**src/rtl/fault_diag_cfg.svh**
```systemverilog
// register offsets, field positions, reset values and threshold steps of the fault diagnostic bank
//
// Operation
// - status bit 7 is one while the analog input upper-threshold fault is present.
// - status bit 6 is one while the analog input lower-threshold fault is present.
// - status bit 5 shows voice power-up detect, bit 4 voice power-down detect.
// - status bit 3 is one while the bias output is shorted.
// - status bit 2 flags bias high current, bit 1 bias low current.
// - status bit 0 flags bias over-voltage.
// - status sits at 0x43, read-only live copy of conditions, resets to 0x00.
// - select bits 7 and 6 include channel one and two pins in scan; reset zero.
// - select bit 5 includes negative pins of single-ended channels in the scan.
// - select bit 4 includes both pins of ac-coupled channels in the scan.
// - pin pair short threshold is bits 7-4, 30 mV steps, codes 10-13 configurable.
// - battery short threshold is bits 3-0 with the same 30 mV table.
// - ground short threshold is bits 7-4 of second register, 60 mV steps.
// - bias short threshold is bits 3-0 of second register, 30 mV steps.
`ifndef FAULT_DIAG_CFG_SVH
`define FAULT_DIAG_CFG_SVH

`define OFS_LIVE_FAULT_EVENT_STATUS 8'h43
`define OFS_INPUT_SCAN_SELECT 8'h46
`define OFS_TERMINAL_BATTERY_SHORT_THRESHOLDS 8'h47
`define OFS_GROUND_BIAS_SHORT_THRESHOLDS 8'h48

`define RST_LIVE_FAULT_EVENT_STATUS 8'h00
`define RST_INPUT_SCAN_SELECT 8'h00
`define RST_TERMINAL_BATTERY_SHORT_THRESHOLDS 8'h37
`define RST_GROUND_BIAS_SHORT_THRESHOLDS 8'h87

`define BIT_UPPER_THRESHOLD 7
`define BIT_LOWER_THRESHOLD 6
`define BIT_VOICE_UP 5
`define BIT_VOICE_DOWN 4
`define BIT_BIAS_SHORT 3
`define BIT_BIAS_HIGH_CURRENT 2
`define BIT_BIAS_LOW_CURRENT 1
`define BIT_BIAS_OVER_VOLTAGE 0

`define BIT_CHAN_ONE_SCAN_ON 7
`define BIT_CHAN_TWO_SCAN_ON 6
`define BIT_SINGLE_ENDED_NEG_PIN_SCAN 5
`define BIT_AC_COUPLED_PIN_SCAN 4
`define SCAN_SELECT_WRITABLE 8'hf0

`define FINE_STEP_MV 10'h01e
`define COARSE_STEP_MV 10'h03c
`define CUSTOM_CODE_LO 4'ha
`define CUSTOM_CODE_HI 4'hd

`endif

```
**src/rtl/fault_diag_pkg.sv**
```systemverilog
// types shared by the fault diagnostic register bank
package fault_diag_pkg;
  typedef logic [7:0] reg_byte_t;
  typedef logic [9:0] millivolt_t;
  typedef logic [3:0] thr_code_t;
endpackage

```
**src/rtl/input_fault_diag_config_status.sv**
```systemverilog
// register bank for input fault diagnostics: live status, scan select and short thresholds
`include "fault_diag_cfg.svh"
module input_fault_diag_config_status (
  // clock and reset
  input wire logic core_clk,
  input wire logic rstn,
  // control port register access
  input wire logic reg_wr,
  input wire logic reg_rd,
  input wire fault_diag_pkg::reg_byte_t reg_addr,
  input wire fault_diag_pkg::reg_byte_t reg_wdata,
  output fault_diag_pkg::reg_byte_t reg_rdata,
  output logic reg_rvalid,
  // live fault conditions
  input wire logic upper_threshold_fault,
  input wire logic lower_threshold_fault,
  input wire logic voice_up_detect,
  input wire logic voice_down_detect,
  input wire logic bias_short,
  input wire logic bias_high_current,
  input wire logic bias_low_current,
  input wire logic bias_over_voltage,
  // input configuration of each channel
  input wire logic [1:0] chan_single_ended,
  input wire logic [1:0] chan_ac_coupled,
  // configured values for codes 10 to 13 of each field
  input wire fault_diag_pkg::millivolt_t pin_pair_custom_mv [4],
  input wire fault_diag_pkg::millivolt_t battery_custom_mv [4],
  input wire fault_diag_pkg::millivolt_t ground_custom_mv [4],
  input wire fault_diag_pkg::millivolt_t bias_custom_mv [4],
  // pins taken into the diagnostic scan, per channel
  output logic [1:0] positive_input_pin_scan,
  output logic [1:0] negative_input_pin_scan,
  // decoded thresholds
  output fault_diag_pkg::millivolt_t pin_pair_short_mv,
  output fault_diag_pkg::millivolt_t battery_short_mv,
  output fault_diag_pkg::millivolt_t ground_short_mv,
  output fault_diag_pkg::millivolt_t bias_short_mv
);
  import fault_diag_pkg::*;

  reg_byte_t input_scan_select;
  reg_byte_t terminal_battery_short_thresholds;
  reg_byte_t ground_bias_short_thresholds;
  reg_byte_t live_fault_event_status;
  reg_byte_t next_rdata;
  logic [1:0] chan_scan_on;
  logic single_ended_neg_pin_scan;
  logic ac_coupled_pin_scan;

  live_status_sync u_status (
    .core_clk(core_clk),
    .rstn(rstn),
    .upper_threshold_fault(upper_threshold_fault),
    .lower_threshold_fault(lower_threshold_fault),
    .voice_up_detect(voice_up_detect),
    .voice_down_detect(voice_down_detect),
    .bias_short(bias_short),
    .bias_high_current(bias_high_current),
    .bias_low_current(bias_low_current),
    .bias_over_voltage(bias_over_voltage),
    .status(live_fault_event_status)
  );

  // scan select: reserved low bits kept at zero whatever is written
  always_ff @(posedge core_clk or negedge rstn) begin
    if (!rstn) begin
      input_scan_select <= `RST_INPUT_SCAN_SELECT;
    end else if (reg_wr && reg_addr == `OFS_INPUT_SCAN_SELECT) begin
      input_scan_select <= reg_wdata & `SCAN_SELECT_WRITABLE;
    end
  end

  // pin pair and battery thresholds
  always_ff @(posedge core_clk or negedge rstn) begin
    if (!rstn) begin
      terminal_battery_short_thresholds <= `RST_TERMINAL_BATTERY_SHORT_THRESHOLDS;
    end else if (reg_wr && reg_addr == `OFS_TERMINAL_BATTERY_SHORT_THRESHOLDS) begin
      terminal_battery_short_thresholds <= reg_wdata;
    end
  end

  // ground and bias thresholds
  always_ff @(posedge core_clk or negedge rstn) begin
    if (!rstn) begin
      ground_bias_short_thresholds <= `RST_GROUND_BIAS_SHORT_THRESHOLDS;
    end else if (reg_wr && reg_addr == `OFS_GROUND_BIAS_SHORT_THRESHOLDS) begin
      ground_bias_short_thresholds <= reg_wdata;
    end
  end

  // read decode; unmapped offsets read zero
  always_comb begin
    if (reg_addr == `OFS_LIVE_FAULT_EVENT_STATUS) begin
      next_rdata = live_fault_event_status;
    end else if (reg_addr == `OFS_INPUT_SCAN_SELECT) begin
      next_rdata = input_scan_select;
    end else if (reg_addr == `OFS_TERMINAL_BATTERY_SHORT_THRESHOLDS) begin
      next_rdata = terminal_battery_short_thresholds;
    end else if (reg_addr == `OFS_GROUND_BIAS_SHORT_THRESHOLDS) begin
      next_rdata = ground_bias_short_thresholds;
    end else begin
      next_rdata = 8'h00;
    end
  end

  // read data held until the next read
  always_ff @(posedge core_clk or negedge rstn) begin
    if (!rstn) begin
      reg_rdata <= 8'h00;
      reg_rvalid <= 1'b0;
    end else begin
      reg_rvalid <= reg_rd;
      if (reg_rd) begin
        reg_rdata <= next_rdata;
      end
    end
  end

  assign chan_scan_on[0] = input_scan_select[`BIT_CHAN_ONE_SCAN_ON];
  assign chan_scan_on[1] = input_scan_select[`BIT_CHAN_TWO_SCAN_ON];
  assign single_ended_neg_pin_scan = input_scan_select[`BIT_SINGLE_ENDED_NEG_PIN_SCAN];
  assign ac_coupled_pin_scan = input_scan_select[`BIT_AC_COUPLED_PIN_SCAN];

  // per-channel pin inclusion; ac-coupled exclusion covers both pins
  generate
    for (genvar ch = 0; ch < 2; ch++) begin : g_scan
      always_ff @(posedge core_clk or negedge rstn) begin
        if (!rstn) begin
          positive_input_pin_scan[ch] <= 1'b0;
          negative_input_pin_scan[ch] <= 1'b0;
        end else begin
          positive_input_pin_scan[ch] <= chan_scan_on[ch]
            && (!chan_ac_coupled[ch] || ac_coupled_pin_scan);
          negative_input_pin_scan[ch] <= chan_scan_on[ch]
            && (!chan_ac_coupled[ch] || ac_coupled_pin_scan)
            && (!chan_single_ended[ch] || single_ended_neg_pin_scan);
        end
      end
    end
  endgenerate

  threshold_decode #(.STEP_MV(`FINE_STEP_MV)) u_pin_pair (
    .core_clk(core_clk),
    .rstn(rstn),
    .code(terminal_battery_short_thresholds[7:4]),
    .custom_mv(pin_pair_custom_mv),
    .level_mv(pin_pair_short_mv)
  );

  threshold_decode #(.STEP_MV(`FINE_STEP_MV)) u_battery (
    .core_clk(core_clk),
    .rstn(rstn),
    .code(terminal_battery_short_thresholds[3:0]),
    .custom_mv(battery_custom_mv),
    .level_mv(battery_short_mv)
  );

  threshold_decode #(.STEP_MV(`COARSE_STEP_MV)) u_ground (
    .core_clk(core_clk),
    .rstn(rstn),
    .code(ground_bias_short_thresholds[7:4]),
    .custom_mv(ground_custom_mv),
    .level_mv(ground_short_mv)
  );

  threshold_decode #(.STEP_MV(`FINE_STEP_MV)) u_bias (
    .core_clk(core_clk),
    .rstn(rstn),
    .code(ground_bias_short_thresholds[3:0]),
    .custom_mv(bias_custom_mv),
    .level_mv(bias_short_mv)
  );
endmodule

```
**src/rtl/threshold_decode.sv**
```systemverilog
// maps a 4-bit short-detect code to its threshold in millivolts
`include "fault_diag_cfg.svh"
module threshold_decode #(
  parameter logic [9:0] STEP_MV = `FINE_STEP_MV
) (
  // clock and reset
  input wire logic core_clk,
  input wire logic rstn,
  // code and configured values for codes 10 to 13
  input wire fault_diag_pkg::thr_code_t code,
  input wire fault_diag_pkg::millivolt_t custom_mv [4],
  // decoded threshold
  output fault_diag_pkg::millivolt_t level_mv
);
  import fault_diag_pkg::*;

  millivolt_t next_level_mv;

  // linear table except for the configurable band
  always_comb begin
    if (code >= `CUSTOM_CODE_LO && code <= `CUSTOM_CODE_HI) begin
      next_level_mv = custom_mv[code[1:0] ^ 2'h2];
    end else begin
      next_level_mv = 10'(STEP_MV * code);
    end
  end

  // registered so the analog side sees a settled value
  always_ff @(posedge core_clk or negedge rstn) begin
    if (!rstn) begin
      level_mv <= 10'h000;
    end else begin
      level_mv <= next_level_mv;
    end
  end
endmodule

```
**src/rtl/live_status_sync.sv**
```systemverilog
// samples live fault conditions into the read-only status word
`include "fault_diag_cfg.svh"
module live_status_sync (
  // clock and reset
  input wire logic core_clk,
  input wire logic rstn,
  // raw fault conditions
  input wire logic upper_threshold_fault,
  input wire logic lower_threshold_fault,
  input wire logic voice_up_detect,
  input wire logic voice_down_detect,
  input wire logic bias_short,
  input wire logic bias_high_current,
  input wire logic bias_low_current,
  input wire logic bias_over_voltage,
  // status word, live and not sticky
  output fault_diag_pkg::reg_byte_t status
);
  import fault_diag_pkg::*;

  reg_byte_t next_status;

  // bit placement of each fault
  always_comb begin
    next_status = `RST_LIVE_FAULT_EVENT_STATUS;
    next_status[`BIT_UPPER_THRESHOLD] = upper_threshold_fault;
    next_status[`BIT_LOWER_THRESHOLD] = lower_threshold_fault;
    next_status[`BIT_VOICE_UP] = voice_up_detect;
    next_status[`BIT_VOICE_DOWN] = voice_down_detect;
    next_status[`BIT_BIAS_SHORT] = bias_short;
    next_status[`BIT_BIAS_HIGH_CURRENT] = bias_high_current;
    next_status[`BIT_BIAS_LOW_CURRENT] = bias_low_current;
    next_status[`BIT_BIAS_OVER_VOLTAGE] = bias_over_voltage;
  end

  // follows conditions each cycle, so a cleared fault drops at the next clock edge
  always_ff @(posedge core_clk or negedge rstn) begin
    if (!rstn) begin
      status <= `RST_LIVE_FAULT_EVENT_STATUS;
    end else begin
      status <= next_status;
    end
  end
endmodule

```
**config.mk**
```make
export PLATFORM = sky130hd
export DESIGN_NAME = input_fault_diag_config_status
export DESIGN_NICKNAME = d
export VERILOG_FILES = /design/src/rtl/fault_diag_pkg.sv /design/src/rtl/input_fault_diag_config_status.sv /design/src/rtl/threshold_decode.sv /design/src/rtl/live_status_sync.sv
export VERILOG_INCLUDE_DIRS = /design/src /design/src/rtl
export SDC_FILE = /design/constraint.sdc
export NUM_CORES = 1
export LEC_CHECK = 0
export ABC_AREA = 1
export BUFFER_PORTS_ARGS = -buffer_cell sky130_fd_sc_hd__buf_2
export CAP_MARGIN = 10
export CORE_MARGIN = 4
export CORE_UTILIZATION = 35
export CTS_CLUSTER_DIAMETER = 100
export DETAILED_ROUTE_END_ITERATION = 6
export SETUP_SLACK_MARGIN = 0.02
export SYNTH_ARGS = -nofsm -noshare
export SYNTH_HDL_FRONTEND = slang
export SYNTH_HIERARCHICAL = 1
export SYNTH_SLANG_ARGS = --single-unit
```
**constraint.sdc**
```tcl
create_clock -name core_clk -period 3 [get_ports core_clk]
set_input_delay 0.3 -clock core_clk [delete_from_list [all_inputs] [get_ports core_clk]]
set_output_delay 0.3 -clock core_clk [all_outputs]
set_load 0.005 [all_outputs]
```
==> flow_summary.ini <==
[clock_tree]
cts_tree = done
root_buffer = clkbuf_16
clk_pin_slew_ps = 60
cts_resized = 0
hold_buffers = 1
numCtsBuffers = 9
clkSinkCount = 81
post-cts-setup-buffers = 0
clockBufferDepth = 2
insertion_delay_ps = 340
htree_levels = 3

[placement]
place_area_um2 = 7510
gp_congestion = 0.834
portBuffers = 244
hpwl_mm = 13.7

[sta]
finalClockSkew_ps = 4.30
rsz0062_at_grt = false
min_period_ps = 2730
hold_violations = 0
tightest_slew_ps = 540
fmax_mhz = 366
setup_tns_ps = 0
slew_headroom_pct = 63.9
finalSetupViolCount = 0
slew_viol_final = 0
post-route-period-util_pct = 91.1

[routing]
vias_per_cell = 4.78
detail_route.wl_per_cell_um = 14.0
first_iter_violations = 248
routed_wl_mm = 17.7
drc = 0
num_vias = 6024
dr.pass1.iters = 4
ant_nets = 0

[layout]
syn2layout_area_growth_pct = 25.9
final_util_pct = 45.1
final_common_cell = buf_2
fin_nets = 1297
postLayoutCellArea_um2 = 7840
drive_gt1_share_pct = 31.8
final_cell_mix = buf_2, nand2_1, nor2_1

[floorplanning]
ioPinCount = 245
dieArea_um2 = 20000
dieWidth_um = 141
die_h_um = 141
coreArea_um2 = 17400
start_util_pct = 35.9
placement_rows = 48

[worst_hold_path]
worstHoldPathType = in -> reg

[power_and_ir_drop]
clock_power_share_pct = 39.3
p_leak_nw = 4.40
p_seq_share_pct = 40.2
ir_drop_uv = 260
power_w = 0.00301
power_switching_w = 0.000835
p_int_w = 0.00217
p_per_area_nw_per_um2 = 384
switching_share_pct = 27.8
combPwrFrac_pct = 20.5

[status]
status = complete, no violations

[job]
maxCapViolCount = 0

[grt]
antenna_found_initial = 3
grt_overflow = 0
grt_max_degree = 35
grt_pass1_vias = 5780
track_usage_pct = 17.4
grt_pass1_wl_mm = 28.2

[yosys]
syn_nets = 1061
ys_seq_area_share_pct = 32.7
netlist_area_um2 = 6220
avgSynthCellArea_um2 = 7.85
syn_inst = 793
yosysWarningCount = 6
ys_ff_latch = 81
yosysUniqueCellTypes = 31

[setup_path]
crit_type = reg -> reg
path_cells = fa_1, fa_1, fa_1, nand2_1, inv_2, o21ai_2, nand2_1, nand2_1, nand2_1, nand2_1, nand2_1
cpPeakStageDelay_ps = 630
cp-end-kind = flop
cp_slowest_cell = dfstp_2
crit_top_cell = nand2_1
crit_fanout = 7
cp.required_ps = 3240
cp-start-kind = flop
arrival_ps = 2970
critical path: cells and delay by family, from the launching register on:
family	cells	cell delay, ps
adder cells (fa/ha/maj)	3	1500
flip-flops	1	630
AND/OR/NAND/NOR	6	330
AO/OA/AOI/OAI	1	120
buffers and inverters	1	50
Yosys cell counts, drive strengths merged:
master / n / area share (%)
a21boi: 2 / 0.24
a21oi: 22 / 1.8
a31oi: 12 / 1.2
and2: 1 / 0.14
buf: 32 / 5.0
clkbuf: 1 / 0.060
dfrtp: 72 / 29
dfstp: 9 / 3.8
fa: 16 / 5.1
ha: 60 / 12
inv: 58 / 3.5
nand2: 177 / 11
nand3: 45 / 3.6
nand4: 1 / 0.10
nor2: 141 / 9.1
nor3: 1 / 0.26
o211ai: 4 / 0.80
o21ai: 111 / 9.6
o21bai: 4 / 0.48
o22a: 4 / 0.56
o22ai: 12 / 1.2
o31ai: 4 / 0.80
xor2: 4 / 0.56
path summary, 6_finish.rpt:
| kind | startpoint | endpoint | slack [ps] | cells past startpoint |
|---|---|---|---|---|
| max | ground_bias_short_thresholds[2] | u_bias/level_mv[7] | 270 | 11 |
| min | voice_down_detect | u_status/status[4] | 60 | 1 |
| max reg2reg | ground_bias_short_thresholds[2] | u_bias/level_mv[7] | 270 | 11 |
| min reg2reg | reg_rdata[0] | reg_rdata[0] | 470 | 2 |
| max in group asynchronous | rstn | ground_bias_short_thresholds[1] | 1730 | 3 |
| min in group asynchronous | rstn | u_pin_pair/level_mv[4] | 460 | 2 |
stage by stage:
step                      hold WS (ps)  worst slack, ps  std cells
after floorplan                   4.41              387        793
after global placement             293              314       1242
after detailed placement           287              273       1242
after CTS                         40.3              257       1259
after global routing              36.2              114       1261
final                             58.9              267       1261
cell families after synthesis:
| family | share of synthesized area, % |
|---|---|
| AOI/OAI and AO/OA | 16.7 |
| xor gates and xnor gates | 0.563 |
| adders and majority gates | 17.2 |
| buffers and inverters | 8.60 |
| DFF | 32.7 |
| and+or+nand+nor | 24.2 |
layer usage:
metal,GRT usage (%),share of wire [%]
met2,29.0,47
met5,0,0.068
met3,3.94,6.6
met4,6.22,1.9
met1,22.3,44
sequential cells by signal, indices dropped and copies added, names as in the netlist:
name,count
u_status/status,8
u_ground/level_mv,10
u_pin_pair/level_mv,10
ground_bias_short_thresholds,8
terminal_battery_short_thresholds,8
negative_input_pin_scan,2
u_bias/level_mv,10
input_scan_select,4
reg_rdata,8
reg_rvalid,1
u_battery/level_mv,10
positive_input_pin_scan,2
power by group through the flow:
stage | Sequential (W) | Combinational, W | Clock (W)
2_1_floorplan | 0.00124 | 0.000331 | 0
3_3_place_gp | 0.00123 | 0.000619 | 0
3_5_place_dp | 0.00123 | 0.000625 | 0
4_1_cts | 0.00121 | 0.000630 | 0.00123
5_1_grt | 0.00122 | 0.000705 | 0.00128
6_report | 0.00121 | 0.000617 | 0.00118
layout make-up:
class	count	area [µm²]
diodes	2	5.00
clock buffers	10	229
clock inverters	6	82.6
fillers	1800	9520
inverters	58	218
multi-input cells	621	3650
flip-flops and latches	81	2040
well taps	225	282
repair buffers	258	1330
(Power assumes the default switching activity.)
